===== src/verilog/dsrl_pkg.sv =====
// Constants shared by the drive status and reference link block.
// Assumes a single 20 MHz device clock and an APB register bus.
package dsrl_pkg;

   ////////////////////////////////////////////////////////////////////////////////
   // Clock and timing
   localparam int unsigned CLK_HZ           = 20000000;
   localparam int unsigned MS_PER_S         = 1000;
   localparam int unsigned MS_CYCLES        = CLK_HZ / MS_PER_S;

   ////////////////////////////////////////////////////////////////////////////////
   // APB register byte offsets
   localparam logic [7:0]  OFS_CONFIG       = 8'h00;
   localparam logic [7:0]  OFS_REF_LIMITS   = 8'h04;
   localparam logic [7:0]  OFS_FREQ_LIMITS  = 8'h08;
   localparam logic [7:0]  OFS_CURRENT      = 8'h0c;
   localparam logic [7:0]  OFS_STATUS       = 8'h10;
   localparam logic [7:0]  OFS_REF_RAW      = 8'h14;
   localparam logic [7:0]  OFS_REF_SCALED   = 8'h18;
   localparam logic [7:0]  OFS_FREQ_CODE    = 8'h1c;

   ////////////////////////////////////////////////////////////////////////////////
   // Configuration register fields
   localparam int unsigned CFG_ADDR_LSB     = 0;
   localparam int unsigned CFG_BAUD_LSB     = 8;
   localparam int unsigned CFG_PROTO_LSB    = 12;
   localparam logic [6:0]  NODE_ADDR_MAX    = 7'h7e;
   localparam logic [6:0]  NODE_ADDR_RESET  = 7'h01;
   localparam logic [2:0]  BAUD_CODE_MAX    = 3'h5;
   localparam logic [2:0]  BAUD_CODE_RESET  = 3'h5;
   localparam logic [1:0]  PROTO_RESET      = 2'h0;

   // Bit rates selected by the baud code
   localparam int unsigned BAUD_300         = 300;
   localparam int unsigned BAUD_600         = 600;
   localparam int unsigned BAUD_1200        = 1200;
   localparam int unsigned BAUD_2400        = 2400;
   localparam int unsigned BAUD_4800        = 4800;
   localparam int unsigned BAUD_9600        = 9600;

   ////////////////////////////////////////////////////////////////////////////////
   // Status word bit positions and status register fields
   localparam int unsigned ST_IN_RANGE      = 10;
   localparam int unsigned ST_RUNNING       = 11;
   localparam int unsigned ST_NO_FUNC       = 12;
   localparam int unsigned ST_VOLT_WARN     = 13;
   localparam int unsigned ST_CUR_LIMIT     = 14;
   localparam int unsigned ST_THERMAL       = 15;
   localparam int unsigned ST_TRIP_BIT      = 16;

   ////////////////////////////////////////////////////////////////////////////////
   // Reference and frequency scaling
   localparam int unsigned SCALE_SHIFT      = 14;
   localparam logic signed [17:0] CODE_MAX  = 18'sh07fff;
   localparam logic signed [17:0] CODE_MIN  = -18'sh07fff;
   localparam logic [15:0] REF_MOST_NEG     = 16'h8000;
   localparam logic [15:0] REF_MAG_MAX      = 16'h7fff;

   ////////////////////////////////////////////////////////////////////////////////
   // Serial parameter identifiers
   localparam logic [1:0]  PAR_ADDRESS      = 2'h0;
   localparam logic [1:0]  PAR_BAUD         = 2'h1;
   localparam logic [1:0]  PAR_PROTOCOL     = 2'h2;

   // Reset values of the limit registers
   localparam logic [31:0] REF_LIMITS_RESET = 32'h4000_0000;
   localparam logic [31:0] FREQ_LIM_RESET   = 32'h4000_0000;
   localparam logic [31:0] CURRENT_RESET    = 32'h0064_ffff;

   // Pin flags that pass the synchroniser
   localparam int unsigned COND_W           = 7;

endpackage : dsrl_pkg


===== src/verilog/dsrl_cond_if.sv =====
// Carries the asynchronous condition pins and their synchronised copies.
// Assumes both modports sit on the single device clock.
interface dsrl_cond_if;
   import dsrl_pkg::*;

   logic [COND_W-1:0] raw;
   logic [COND_W-1:0] synced;

   // Producer of the synchronised flags
   modport sync_side (
      input  raw,
      output synced
   );

   // Consumer of the synchronised flags
   modport user_side (
      output raw,
      input  synced
   );

endinterface : dsrl_cond_if


===== src/verilog/dsrl_sync.sv =====
// Two-flop synchroniser for a group of asynchronous condition pins.
// Assumes the pins are slow levels with no mutual timing relation.
module dsrl_sync (
   // Clock and reset
   input  wire logic          MCLK,
   input  wire logic          RST_N,
   // Condition flags
   dsrl_cond_if.sync_side     cond
);
   import dsrl_pkg::*;

   logic [COND_W-1:0] meta_q;
   logic [COND_W-1:0] sync_q;

   // First stage feeds only the second stage
   always_ff @(posedge MCLK) begin
      if (!RST_N) begin
         meta_q <= '0;
         sync_q <= '0;
      end else begin
         meta_q <= cond.raw;
         sync_q <= meta_q;
      end
   end

   assign cond.synced = sync_q;

endmodule : dsrl_sync


===== src/verilog/dsrl_link.sv =====
// Status word upper half, serial speed reference decode, output frequency
// encoding and link settings of the drive's serial slave.
// Assumes a link framer on MCLK delivers pulses and words, and that the
// local operator panel reaches the settings over APB.
//
// Behaviour
// (RULE_01) Status bit 10 is low when the output frequency sits at a limit and high inside them.
// (RULE_02) Status bit 11 is high with a start signal or any frequency above zero.
// (RULE_03) Status bit 12 has no function and the master must ignore it.
// (RULE_04) Status bit 13 is high while the DC link voltage is too low or too high.
// (RULE_05) Status bit 14 is high above the current limit, and a trip follows after the delay.
// (RULE_06) Status bit 15 is high on a motor, converter or thermistor over-temperature.
// (RULE_07) The reference is a signed 16-bit word over plus or minus 32767.
// (RULE_08) Reference 0 maps to the minimum and 16384 to the maximum, linearly.
// (RULE_09) A negative reference means the opposite direction of rotation.
// (RULE_10) Output frequency is sent signed, 0 at the low limit and 16384 at the high limit.
// (RULE_11) The protocol setting has one choice, code 0, also the default.
// (RULE_12) The node address lies in 0 to 126 and resets to 1, unique per network.
// (RULE_13) Node address writes from the link are refused; only the panel may change it.
// (RULE_14) Baud codes 0 to 5 mean 300 to 9600 bit/s, with 5 as the default.
// (RULE_15) The bit rate must match the master and link writes to it are refused.
// (RULE_16) The status word is sent to the master as a link slave.
// (RULE_17) Live condition flags are sampled into the status word for each reply.
//
// Added by the designer: the register addresses and register access over APB.
module dsrl_link #(
   parameter int unsigned MS_TICK = dsrl_pkg::MS_CYCLES
) (
   // Clock and reset
   input  wire logic          MCLK,
   input  wire logic          RST_N,
   // APB slave
   input  wire logic          PSEL,
   input  wire logic          PENABLE,
   input  wire logic          PWRITE,
   input  wire logic [7:0]    PADDR,
   input  wire logic [31:0]   PWDATA,
   output logic      [31:0]   PRDATA,
   output logic               PREADY,
   output logic               PSLVERR,
   // Condition pins, asynchronous
   input  wire logic          START_IN,
   input  wire logic          DC_LOW_IN,
   input  wire logic          DC_HIGH_IN,
   input  wire logic          MOTOR_HOT_IN,
   input  wire logic          CONV_HOT_IN,
   input  wire logic          THERM_HOT_IN,
   input  wire logic          TRIP_RESET_IN,
   // Measurements from drive logic
   input  wire logic [15:0]   OUT_FREQ,
   input  wire logic [15:0]   OUT_CURRENT,
   // Link framer side
   input  wire logic          REF_VALID,
   input  wire logic [15:0]   REF_WORD,
   input  wire logic          REPLY_REQ,
   input  wire logic          LINK_PAR_WR,
   input  wire logic [1:0]    LINK_PAR_ID,
   output logic               REPLY_VALID,
   output logic      [15:0]   STATUS_HIGH,
   output logic      [15:0]   FREQ_CODE,
   output logic               LINK_PAR_REJECT,
   // Drive side
   output logic      [15:0]   REF_SPEED,
   output logic               REF_REVERSE,
   output logic               TRIP,
   output logic      [6:0]    NODE_ADDR,
   output logic      [16:0]   BIT_CYCLES
);
   import dsrl_pkg::*;

   ////////////////////////////////////////////////////////////////////////////////
   // Condition synchronisers
   dsrl_cond_if cond ();

   assign cond.raw = {TRIP_RESET_IN, THERM_HOT_IN, CONV_HOT_IN, MOTOR_HOT_IN,
                      DC_HIGH_IN, DC_LOW_IN, START_IN};

   dsrl_sync u_sync (
      .MCLK  (MCLK),
      .RST_N (RST_N),
      .cond  (cond.sync_side)
   );

   logic start_s;
   logic dc_low_s;
   logic dc_high_s;
   logic hot_any_s;
   logic trip_rst_s;

   assign start_s    = cond.synced[0];
   assign dc_low_s   = cond.synced[1];
   assign dc_high_s  = cond.synced[2];
   assign hot_any_s  = |cond.synced[5:3];
   assign trip_rst_s = cond.synced[6];

   ////////////////////////////////////////////////////////////////////////////////
   // Settings registers
   logic [6:0]  addr_q;
   logic [2:0]  baud_q;
   logic [1:0]  proto_q;
   logic [31:0] ref_lim_q;
   logic [31:0] freq_lim_q;
   logic [31:0] cur_q;
   logic        wr_en;

   assign wr_en = PSEL & PENABLE & PWRITE;

   // Panel writes to node address, baud code and protocol
   always_ff @(posedge MCLK) begin
      if (!RST_N) begin
         addr_q  <= NODE_ADDR_RESET;
         baud_q  <= BAUD_CODE_RESET;
         proto_q <= PROTO_RESET;
      end else if (wr_en && PADDR == OFS_CONFIG) begin
         // (RULE_12) keep address in range
         if (PWDATA[CFG_ADDR_LSB +: 7] <= NODE_ADDR_MAX) begin
            addr_q <= PWDATA[CFG_ADDR_LSB +: 7];
         end
         // (RULE_14) only codes 0 to 5
         if (PWDATA[CFG_BAUD_LSB +: 3] <= BAUD_CODE_MAX) begin
            baud_q <= PWDATA[CFG_BAUD_LSB +: 3];
         end
         // (RULE_11) single protocol choice
         proto_q <= PROTO_RESET;
      end
   end

   // Limit registers
   always_ff @(posedge MCLK) begin
      if (!RST_N) begin
         ref_lim_q  <= REF_LIMITS_RESET;
         freq_lim_q <= FREQ_LIM_RESET;
         cur_q      <= CURRENT_RESET;
      end else if (wr_en) begin
         if (PADDR == OFS_REF_LIMITS) begin
            ref_lim_q <= PWDATA;
         end
         if (PADDR == OFS_FREQ_LIMITS) begin
            freq_lim_q <= PWDATA;
         end
         if (PADDR == OFS_CURRENT) begin
            cur_q <= PWDATA;
         end
      end
   end

   ////////////////////////////////////////////////////////////////////////////////
   // Link parameter writes
   // (RULE_13) (RULE_15) refuse link writes
   always_ff @(posedge MCLK) begin
      if (!RST_N) begin
         LINK_PAR_REJECT <= 1'b0;
      end else begin
         LINK_PAR_REJECT <= LINK_PAR_WR && (LINK_PAR_ID == PAR_ADDRESS ||
                            LINK_PAR_ID == PAR_BAUD || LINK_PAR_ID == PAR_PROTOCOL);
      end
   end

   // (RULE_14) bit period per baud code
   always_ff @(posedge MCLK) begin
      if (!RST_N) begin
         BIT_CYCLES <= 17'(CLK_HZ / BAUD_9600);
      end else begin
         case (baud_q)
            3'h0:    BIT_CYCLES <= 17'(CLK_HZ / BAUD_300);
            3'h1:    BIT_CYCLES <= 17'(CLK_HZ / BAUD_600);
            3'h2:    BIT_CYCLES <= 17'(CLK_HZ / BAUD_1200);
            3'h3:    BIT_CYCLES <= 17'(CLK_HZ / BAUD_2400);
            3'h4:    BIT_CYCLES <= 17'(CLK_HZ / BAUD_4800);
            default: BIT_CYCLES <= 17'(CLK_HZ / BAUD_9600);
         endcase
      end
   end

   assign NODE_ADDR = addr_q;

   ////////////////////////////////////////////////////////////////////////////////
   // Live status flags
   logic [15:0] f_low;
   logic [15:0] f_high;
   logic [5:0]  status_live;
   logic        over_cur;

   assign f_low    = freq_lim_q[15:0];
   assign f_high   = freq_lim_q[31:16];
   assign over_cur = OUT_CURRENT > cur_q[15:0];

   always_comb begin
      // (RULE_01) inside the frequency limits
      status_live[0] = (OUT_FREQ > f_low) && (OUT_FREQ < f_high);
      // (RULE_02) start or nonzero frequency
      status_live[1] = start_s || (OUT_FREQ != 16'h0000);
      // (RULE_03) no function, fixed low
      status_live[2] = 1'b0;
      // (RULE_04) DC link voltage warning
      status_live[3] = dc_low_s || dc_high_s;
      // (RULE_05) current limit flag
      status_live[4] = over_cur;
      // (RULE_06) any over-temperature
      status_live[5] = hot_any_s;
   end

   ////////////////////////////////////////////////////////////////////////////////
   // Overcurrent trip timer
   logic [14:0] tick_q;
   logic [15:0] ms_q;

   // Counts whole milliseconds spent over the limit
   always_ff @(posedge MCLK) begin
      if (!RST_N || !over_cur) begin
         tick_q <= '0;
         ms_q   <= '0;
      end else if (tick_q == 15'(MS_TICK - 1)) begin
         tick_q <= '0;
         if (ms_q != 16'hffff) begin
            ms_q <= ms_q + 16'h0001;
         end
      end else begin
         tick_q <= tick_q + 15'h0001;
      end
   end

   // (RULE_05) trip once the delay has passed; the set wins over clear
   always_ff @(posedge MCLK) begin
      if (!RST_N) begin
         TRIP <= 1'b0;
      end else if (over_cur && ms_q >= cur_q[31:16]) begin
         TRIP <= 1'b1;
      end else if (trip_rst_s || (wr_en && PADDR == OFS_STATUS && PWDATA[ST_TRIP_BIT])) begin
         TRIP <= 1'b0;
      end
   end

   ////////////////////////////////////////////////////////////////////////////////
   // Reference decode
   logic [15:0]        ref_raw_q;
   logic [15:0]        ref_mag;
   logic [15:0]        r_min;
   logic [15:0]        r_max;
   logic signed [17:0] r_span;
   logic signed [33:0] r_prod;
   logic signed [33:0] r_sum;

   // (RULE_07) clamp the most negative word to -32767
   assign ref_mag = ref_raw_q[15] ? ((ref_raw_q == REF_MOST_NEG) ? REF_MAG_MAX
                                     : 16'(-ref_raw_q)) : ref_raw_q;
   assign r_min   = ref_lim_q[15:0];
   assign r_max   = ref_lim_q[31:16];
   assign r_span  = $signed({2'b00, r_max}) - $signed({2'b00, r_min});
   assign r_prod  = 34'(r_span) * 34'($signed({2'b00, ref_mag}));
   assign r_sum   = $signed({18'h00000, r_min}) + (r_prod >>> SCALE_SHIFT);

   always_ff @(posedge MCLK) begin
      if (!RST_N) begin
         ref_raw_q <= '0;
      end else if (REF_VALID) begin
         ref_raw_q <= REF_WORD;
      end
   end

   // (RULE_08) linear map with saturation to the output width
   always_ff @(posedge MCLK) begin
      if (!RST_N) begin
         REF_SPEED   <= '0;
         REF_REVERSE <= 1'b0;
      end else begin
         if (r_sum < 0) begin
            REF_SPEED <= '0;
         end else if (r_sum > 34'sh0ffff) begin
            REF_SPEED <= 16'hffff;
         end else begin
            REF_SPEED <= r_sum[15:0];
         end
         // (RULE_09) negative reference reverses
         REF_REVERSE <= ref_raw_q[15];
      end
   end

   ////////////////////////////////////////////////////////////////////////////////
   // Output frequency encoding
   logic signed [17:0] f_span;
   logic signed [17:0] f_off;
   logic signed [35:0] f_quot;
   logic signed [17:0] f_code;

   assign f_span = $signed({2'b00, f_high}) - $signed({2'b00, f_low});
   assign f_off  = $signed({2'b00, OUT_FREQ}) - $signed({2'b00, f_low});

   // (RULE_10) scale so the low limit is 0 and the high limit 16384
   always_comb begin
      f_quot = '0;
      if (f_span > 0) begin
         f_quot = (36'(f_off) <<< SCALE_SHIFT) / 36'(f_span);
      end
      if (f_quot > 36'(CODE_MAX)) begin
         f_code = CODE_MAX;
      end else if (f_quot < 36'(CODE_MIN)) begin
         f_code = CODE_MIN;
      end else begin
         f_code = f_quot[17:0];
      end
   end

   ////////////////////////////////////////////////////////////////////////////////
   // Reply capture
   // (RULE_16) (RULE_17) snapshot live state per reply
   always_ff @(posedge MCLK) begin
      if (!RST_N) begin
         STATUS_HIGH <= '0;
         FREQ_CODE   <= '0;
         REPLY_VALID <= 1'b0;
      end else begin
         REPLY_VALID <= REPLY_REQ;
         if (REPLY_REQ) begin
            STATUS_HIGH <= {status_live, 10'h000};
            FREQ_CODE   <= f_code[15:0];
         end
      end
   end

   ////////////////////////////////////////////////////////////////////////////////
   // APB read path, zero wait states
   assign PREADY = 1'b1;

   always_comb begin
      PRDATA  = '0;
      PSLVERR = 1'b0;
      if (PSEL && PENABLE) begin
         case (PADDR)
            OFS_CONFIG: begin
               PRDATA[CFG_ADDR_LSB +: 7]  = addr_q;
               PRDATA[CFG_BAUD_LSB +: 3]  = baud_q;
               PRDATA[CFG_PROTO_LSB +: 2] = proto_q;
            end
            OFS_REF_LIMITS:  PRDATA = ref_lim_q;
            OFS_FREQ_LIMITS: PRDATA = freq_lim_q;
            OFS_CURRENT:     PRDATA = cur_q;
            OFS_STATUS: begin
               PRDATA[ST_THERMAL:ST_IN_RANGE] = status_live;
               PRDATA[ST_TRIP_BIT]            = TRIP;
            end
            OFS_REF_RAW:     PRDATA = {16'h0000, ref_raw_q};
            OFS_REF_SCALED:  PRDATA = {15'h0000, REF_REVERSE, REF_SPEED};
            OFS_FREQ_CODE:   PRDATA = {16'h0000, FREQ_CODE};
            default:         PSLVERR = 1'b1;
         endcase
      end
   end

endmodule : dsrl_link


===== config.mk =====
export PLATFORM = sky130hd
export DESIGN_NAME = dsrl_link
export DESIGN_NICKNAME = d
export VERILOG_FILES = /design/src/verilog/dsrl_pkg.sv /design/src/verilog/dsrl_cond_if.sv /design/src/verilog/dsrl_sync.sv /design/src/verilog/dsrl_link.sv
export SDC_FILE = /design/constraint.sdc
export NUM_CORES = 2
export LEC_CHECK = 0
export BUFFER_PORTS_ARGS = -buffer_cell sky130_fd_sc_hd__buf_2
export CORE_ASPECT_RATIO = 1.2
export CORE_MARGIN = 2
export CORE_UTILIZATION = 50
export CTS_CLUSTER_SIZE = 10
export DETAILED_ROUTE_END_ITERATION = 6
export GPL_ROUTABILITY_DRIVEN = 1
export PLACE_DENSITY = 0.69
export SYNTH_ARGS = -nofsm -noshare
export SYNTH_HDL_FRONTEND = slang
export SYNTH_SLANG_ARGS = --single-unit
export TNS_END_PERCENT = 20

===== constraint.sdc =====
create_clock -name MCLK -period 178.6 [get_ports MCLK]
set_input_delay 53.58 -clock MCLK [delete_from_list [all_inputs] [get_ports MCLK]]
set_output_delay 53.58 -clock MCLK [all_outputs]
set_load 0.02 [all_outputs]

## Word-level counts from Yosys, hierarchy flattened

Cells that the tools add are included.
Widths: inputs -> output; s select.

| word-level totals | value |
|---|---|
| register bits | 225 |
| bits in latches | 0 |
| RAM bits | 0 |
| bits in read-only memories | 0 |
| bits of input ports | 105 |
| output and inout bits | 110 |
| word-level logic and storage cells | 107 |
| memories | 0 |

| cells by class | value |
|---|---|
| add/sub/neg operators | 7 |
| $mul | 1 |
| divide/modulo/power cells | 1 |
| $lt $le $gt $ge | 11 |
| eq/ne operators | 16 |
| shifts and indexed selects | 0 |
| multiplexer cells | 20 |
| bitwise gates (word level) | 3 |
| reductions and logical operators | 30 |

Operators by type and width:

| cell | count |
|---|---|
| $pmux 17 s5 | 1 |
| $mux 16 | 5 |
| $sub 16x16->17 | 3 |
| $pmux 7 s7 | 1 |
| $pmux 15 s3 | 1 |
| $div 36x36->36 | 1 |
| $gt 36x16->1 const B | 1 |
| $lt 36x16->1 const B | 1 |
| $mux 36 | 1 |
| $mul 17x17->34 | 1 |
| $eq 8x5->1 const B | 4 |
| $gt 16x16->1 | 2 |
| $mux 32 | 1 |
| $pmux 2 s7 | 2 |
| $add 17x20->21 | 1 |
| $gt 21x17->1 const B | 1 |
| $lt 21x1->1 const B | 1 |
| $pmux 3 s7 | 1 |
| $gt 17x1->1 const B | 1 |
| $add 16x1->16 const B | 1 |
| $eq 16x16->1 const B | 1 |
| $eq 8x4->1 const B | 2 |
| $ge 16x16->1 | 1 |
| $lt 16x16->1 | 1 |
| 30 further kinds | 53 |

## Longest topological paths before layout

| depth | value |
|---|---|
| word-level depth | 7 |
| depth in mapped cells | 486 |
| gate-level depth less buffers | 445 |

## Modules after synthesis

Synthesis repeated with hierarchy kept, for this count alone.

| unflattened totals | value |
|---|---|
| cell total of the unflattened synthesis | 8711 |
| area total of the unflattened synthesis | 62655.1 µm² |

Modules (own cells, without submodules):

| module | times used | cells each | area each (µm²) | sequential area each (µm²) |
|---|---|---|---|---|
| dsrl_link | 1 | 8682 | 62263.5 | 4144.0 |
| dsrl_sync | 1 | 29 | 391.6 | 280.3 |

## Worst setup path before layout

OpenSTA, ideal clock, no wires.

| timing | value |
|---|---|
| path type | input to register |
| start point | input port OUT_FREQ[0] |
| end point | register FREQ_CODE[10] |
| setup time | 0.117 ns |
| arrival | 140.543 ns |
| required time | 178.483 ns |
| path slack | 37.940 ns |
| stages on the path | 411 |
| buffers on the path | 67 |
| cells stage by stage | inv_1 > ha_1 > fa_1 > nor2b_1 > o21a_1 > o21ai_0 > and2_1 > or3_1 > or3_1 > nor3_1 > nand4_1 > inv_1 > ha_1 > o21a_1 > o21a_1 > o21a_1 > a311o_1 > o211ai_1 > [375 not listed] > a21o_1 > a21o_1 > a21o_1 > a21o_1 > a21o_1 > a221o_1 > a2111oi_0 > nand4_1 > nor3_1 > a21oi_1 > xnor2_1 > nor2_1 > or4_1 > a21o_1 > o41a_1 > o21ai_1 > buf_2 > nor2_1 |

| on the way | value |
|---|---|
| cells in the longest elaborated chain, start to end | 6 |
| elaborated cells on any way between the ends | 7 |
| classes of those cells | add/sub: 1; div: 1; order compare: 2; mux: 3 |

RTL lines:

| item | RTL line | RTL |
|---|---|---|
| start, declared | dsrl_link.sv:50 | `input wire logic [15:0] OUT_FREQ,` |
| $sub 16x16->17 * | dsrl_link.sv:287 | `assign f_off = $signed({2'b00, OUT_FREQ}) - $signed({2'b00, f_low});` |
| $div 36x36->36 * | dsrl_link.sv:293 | `f_quot = (36'(f_off) <<< SCALE_SHIFT) / 36'(f_span);` |
| $mux 36 * | dsrl_link.sv:292 | `if (f_span > 0) begin` |
| $lt 36x16->1 | dsrl_link.sv:297 | `end else if (f_quot < 36'(CODE_MIN)) begin` |
| $mux 16 | dsrl_link.sv:297 |  |
| $mux 16 * | dsrl_link.sv:295 | `if (f_quot > 36'(CODE_MAX)) begin` |
| end signal, assigned | dsrl_link.sv:316 | `FREQ_CODE <= f_code[15:0];` |
| end, declared | dsrl_link.sv:60 | `output logic [15:0] FREQ_CODE,` |

Mark *: on every way between the ends. The rest lies on a longest branch, timed or not.
A chain may end at the register's enable or synchronous reset.

## Worst setup path after layout

| timing | value |
|---|---|
| start point | input port OUT_FREQ[0] |
| end point | register FREQ_CODE[8] |

Same word-level chain as after synthesis.

==> impl_metrics.json <==
{
  "clkSinkCount": 221,
  "gp_congestion": 1.06,
  "grt_pass1_vias": 64200,
  "netlist_area_um2": 62300,
  "path_clk_slew_ns": 0.06,
  "cp.arrival_ns": 158.60,
  "grt-ovfl-total": 0,
  "wirelength_um": 240000,
  "slowest_delay_ns": 1.04,
  "crit_top_cell": "ha_1",
  "synth_warnings": 0,
  "synth_top_family_by_area": "compound AO/OA/AOI/OAI gates",
  "fin_setup_tns_ns": 0,
  "drive_gt1_share_pct": 6.62,
  "cts_made_buffers": 27,
  "crit_type": "primary input to flip-flop",
  "synth_edf_count": 0,
  "synth.mux.area_fraction_pct": 2.56,
  "n_fill_cell": 12100,
  "reg2regPathDepth": 389,
  "synthSimpleGateAreaFrac_pct": 22.4,
  "dr.pass1.iters": 7,
  "utilization_pct": 54.1,
  "cp_num_buf_inv": 16,
  "status": "finished with violations",
  "synth_area_per_cell_um2": 7.18,
  "ys_seq_elements": 221,
  "synth_compound_area_share_pct": 27.1,
  "grt_max_degree": 62,
  "die_x_um": 326,
  "rows": 141,
  "async_flop_share_pct": 0,
  "synth.distinct_cells": 111,
  "max_freq_mhz": 6.32,
  "cp_slowest_cell": "a2111oi_0",
  "viasPerCell": 6.30,
  "min_to": "u_sync.cond.synced[6]",
  "start_util_pct": 50.5,
  "synth_adder_area_share_pct": 26.2,
  "holdBufCountCts": 0,
  "fin_crit_ns": 158.20,
  "rsz0062_at_grt": "false",
  "core_um2": 123000,
  "r2r_slack_ns": 64.93,
  "die_y_um": 391,
  "port_buffers": 202,
  "clockBufferDepth": 3,
  "vias": 66700,
  "min_delay_path_depth": 1,
  "synthCells": 8675,
  "synthXorXnorAreaFrac_pct": 8.93,
  "hp-class": "flip-flop to flip-flop",
  "drc": 25,
  "dp_hpwl_um": 193000,
  "synth-seq-area-share_pct": 7.11,
  "syn2layout_area_growth_pct": 7.19,
  "synth_common_cells": "nand2_1 (1037), nor2_1 (905), ha_1 (854), a21oi_1 (728), inv_1 (626)",
  "r2r_start": "freq_lim_q[1]",
  "tightest_slew_ns": 1.26,
  "grt_pass1_wl_um": 367000,
  "die-area_um2": 127000,
  "critical_path.top_delay_family": "compound AO/OA/AOI/OAI gates",
  "maxSlewViolCount": 0,
  "clk_root_buffer_cell": "clkbuf_16",
  "synth_top_area_cell": "ha_1",
  "critical_path.startpoint_type": "primary input",
  "synth_ff_type": "dfxtp_1",
  "ctsResizeCount": 0,
  "max_cap_violations": 0,
  "grt_use_total_pct": 36.3,
  "worstSetupEndpointType": "flip-flop",
  "drtIter0Drc": 6354,
  "yosysMostFrequentCell": "nand2_1",
  "violations": "design-rule violations",
  "slew_headroom_pct": 13.8,
  "wl_per_cell_um": 22.7,
  "hold_viol_final": 0,
  "ant_nets": 0,
  "cp.required_ns": 179.00,
  "htreeDepth": 1,
  "clk_latency_ns": 0.55,
  "fin_crit_sh_pct": 88.6,
  "yosys.area.top_type_share_pct": 17.2,
  "ys_top_cells_by_area": "ha_1 (17%), fa_1 (9.1%), dfxtp_1 (7.1%)",
  "setup_viol": 0,
  "cp_max_fo": 46,
  "fin_nets": 10200,
  "post_cts_buffers": 0,
  "cts_tree": "built",
  "worst_r2r_endpoint": "FREQ_CODE[8]",
  "finClkSkew_ns": 0.0133,
  "io_pins": 215,
  "hp-start": "u_sync.meta_q[6]",
  "antenna_found_initial": 2
}
layer usage:
layer  part of all wire, %  global-route usage (%)  vias up  wire length [um]
li1                      -                       -    31300                 -
met1                    38                    43.1    31300             92200
met2                    46                    62.1     3214            111000
met3                   7.3                    3.67      847             17600
met4                   8.1                    24.0        0             19500
met5                     0                       0        -                 0
worst max-delay path by stage:
stage / startpoint / endpoint / slack (ns) / cells past startpoint
final: OUT_FREQ[0] / FREQ_CODE[8] / 20.40 / 361
after detailed placement: OUT_FREQ[0] / FREQ_CODE[12] / 23.41 / 361
after global placement: OUT_FREQ[0] / FREQ_CODE[3] / 25.34 / 368
after global routing: OUT_FREQ[0] / FREQ_CODE[12] / 14.28 / 365
after floorplan: OUT_FREQ[0] / FREQ_CODE[10] / 37.94 / 411
after CTS: OUT_FREQ[0] / FREQ_CODE[11] / 23.56 / 361
registers in the layout (all words and copies together) (netlist names), 13 cells and up:
name        cells
FREQ_CODE      16
tick_q         15
REF_SPEED      16
freq_lim_q     32
cur_q          32
BIT_CYCLES     13
ms_q           16
ref_lim_q      32
ref_raw_q      16
cells in the final DEF, fill, tap and decap left out, types with 28 or more instances in the layout:
master / instances
a21oi_1: 726
or3_1: 76
nor2_1: 899
inv_1: 626
nand2_1: 1037
o21bai_1: 94
a222oi_1: 28
nor4_1: 36
a21o_1: 359
xnor2_1: 408
o31ai_1: 52
xor2_1: 215
o22ai_1: 37
conb_1: 207
o21a_1: 174
mux2_2: 90
nand3_1: 161
o211ai_1: 71
o21ai_0: 411
nand2b_1: 107
nor3_1: 218
fa_1: 282
or2_2: 50
and2_1: 84
and3_1: 68
nor2b_1: 102
buf_2: 202
mux2i_1: 55
a22oi_1: 43
a211oi_1: 56
dfxtp_1: 221
nand4_1: 105
ha_1: 853
buf_4: 106
a31oi_1: 116
a21boi_0: 34
cell type report:
type	count	area [um^2]	area share [%]
diodes	1	2.50	0.00375
clock buffers	28	679	1.02
clock inverters	5	60.1	0.0900
inverters	630	2370	3.55
multi-input cells	7735	55300	82.9
flip-flops and latches	221	4420	6.63
well taps	1644	2060	3.08
repair buffers	308	1810	2.71
cell families (layout without fill, tap and decap cells):
logic type | Yosys count | count (layout)
adder cells (fa/ha/maj) | 1136 | 1136
flip-flops | 221 | 221
multiplexers | 147 | 147
AND/OR/NAND/NOR | 3047 | 3047
buffers and inverters | 924 | 971
AO/OA/AOI/OAI | 2563 | 2563
other | 2 | 208
XOR/XNOR | 635 | 635
metrics by stage:
step           instances  instance area, um^2  setup WS, ns  hold WS (ns)
2_1_floorplan       8880                63000         37.94         0.412
3_3_place_gp       10500                66000         25.34         0.415
3_5_place_dp       10500                66000         23.41         0.419
4_1_cts            10600                66700         23.56         0.433
5_1_grt            10600                66700         14.28         0.447
6_report           10600                66700         20.40         0.431
Power is not shown: default switching activity piles up to over one toggle a cycle in this logic, so the estimate is an artifact.
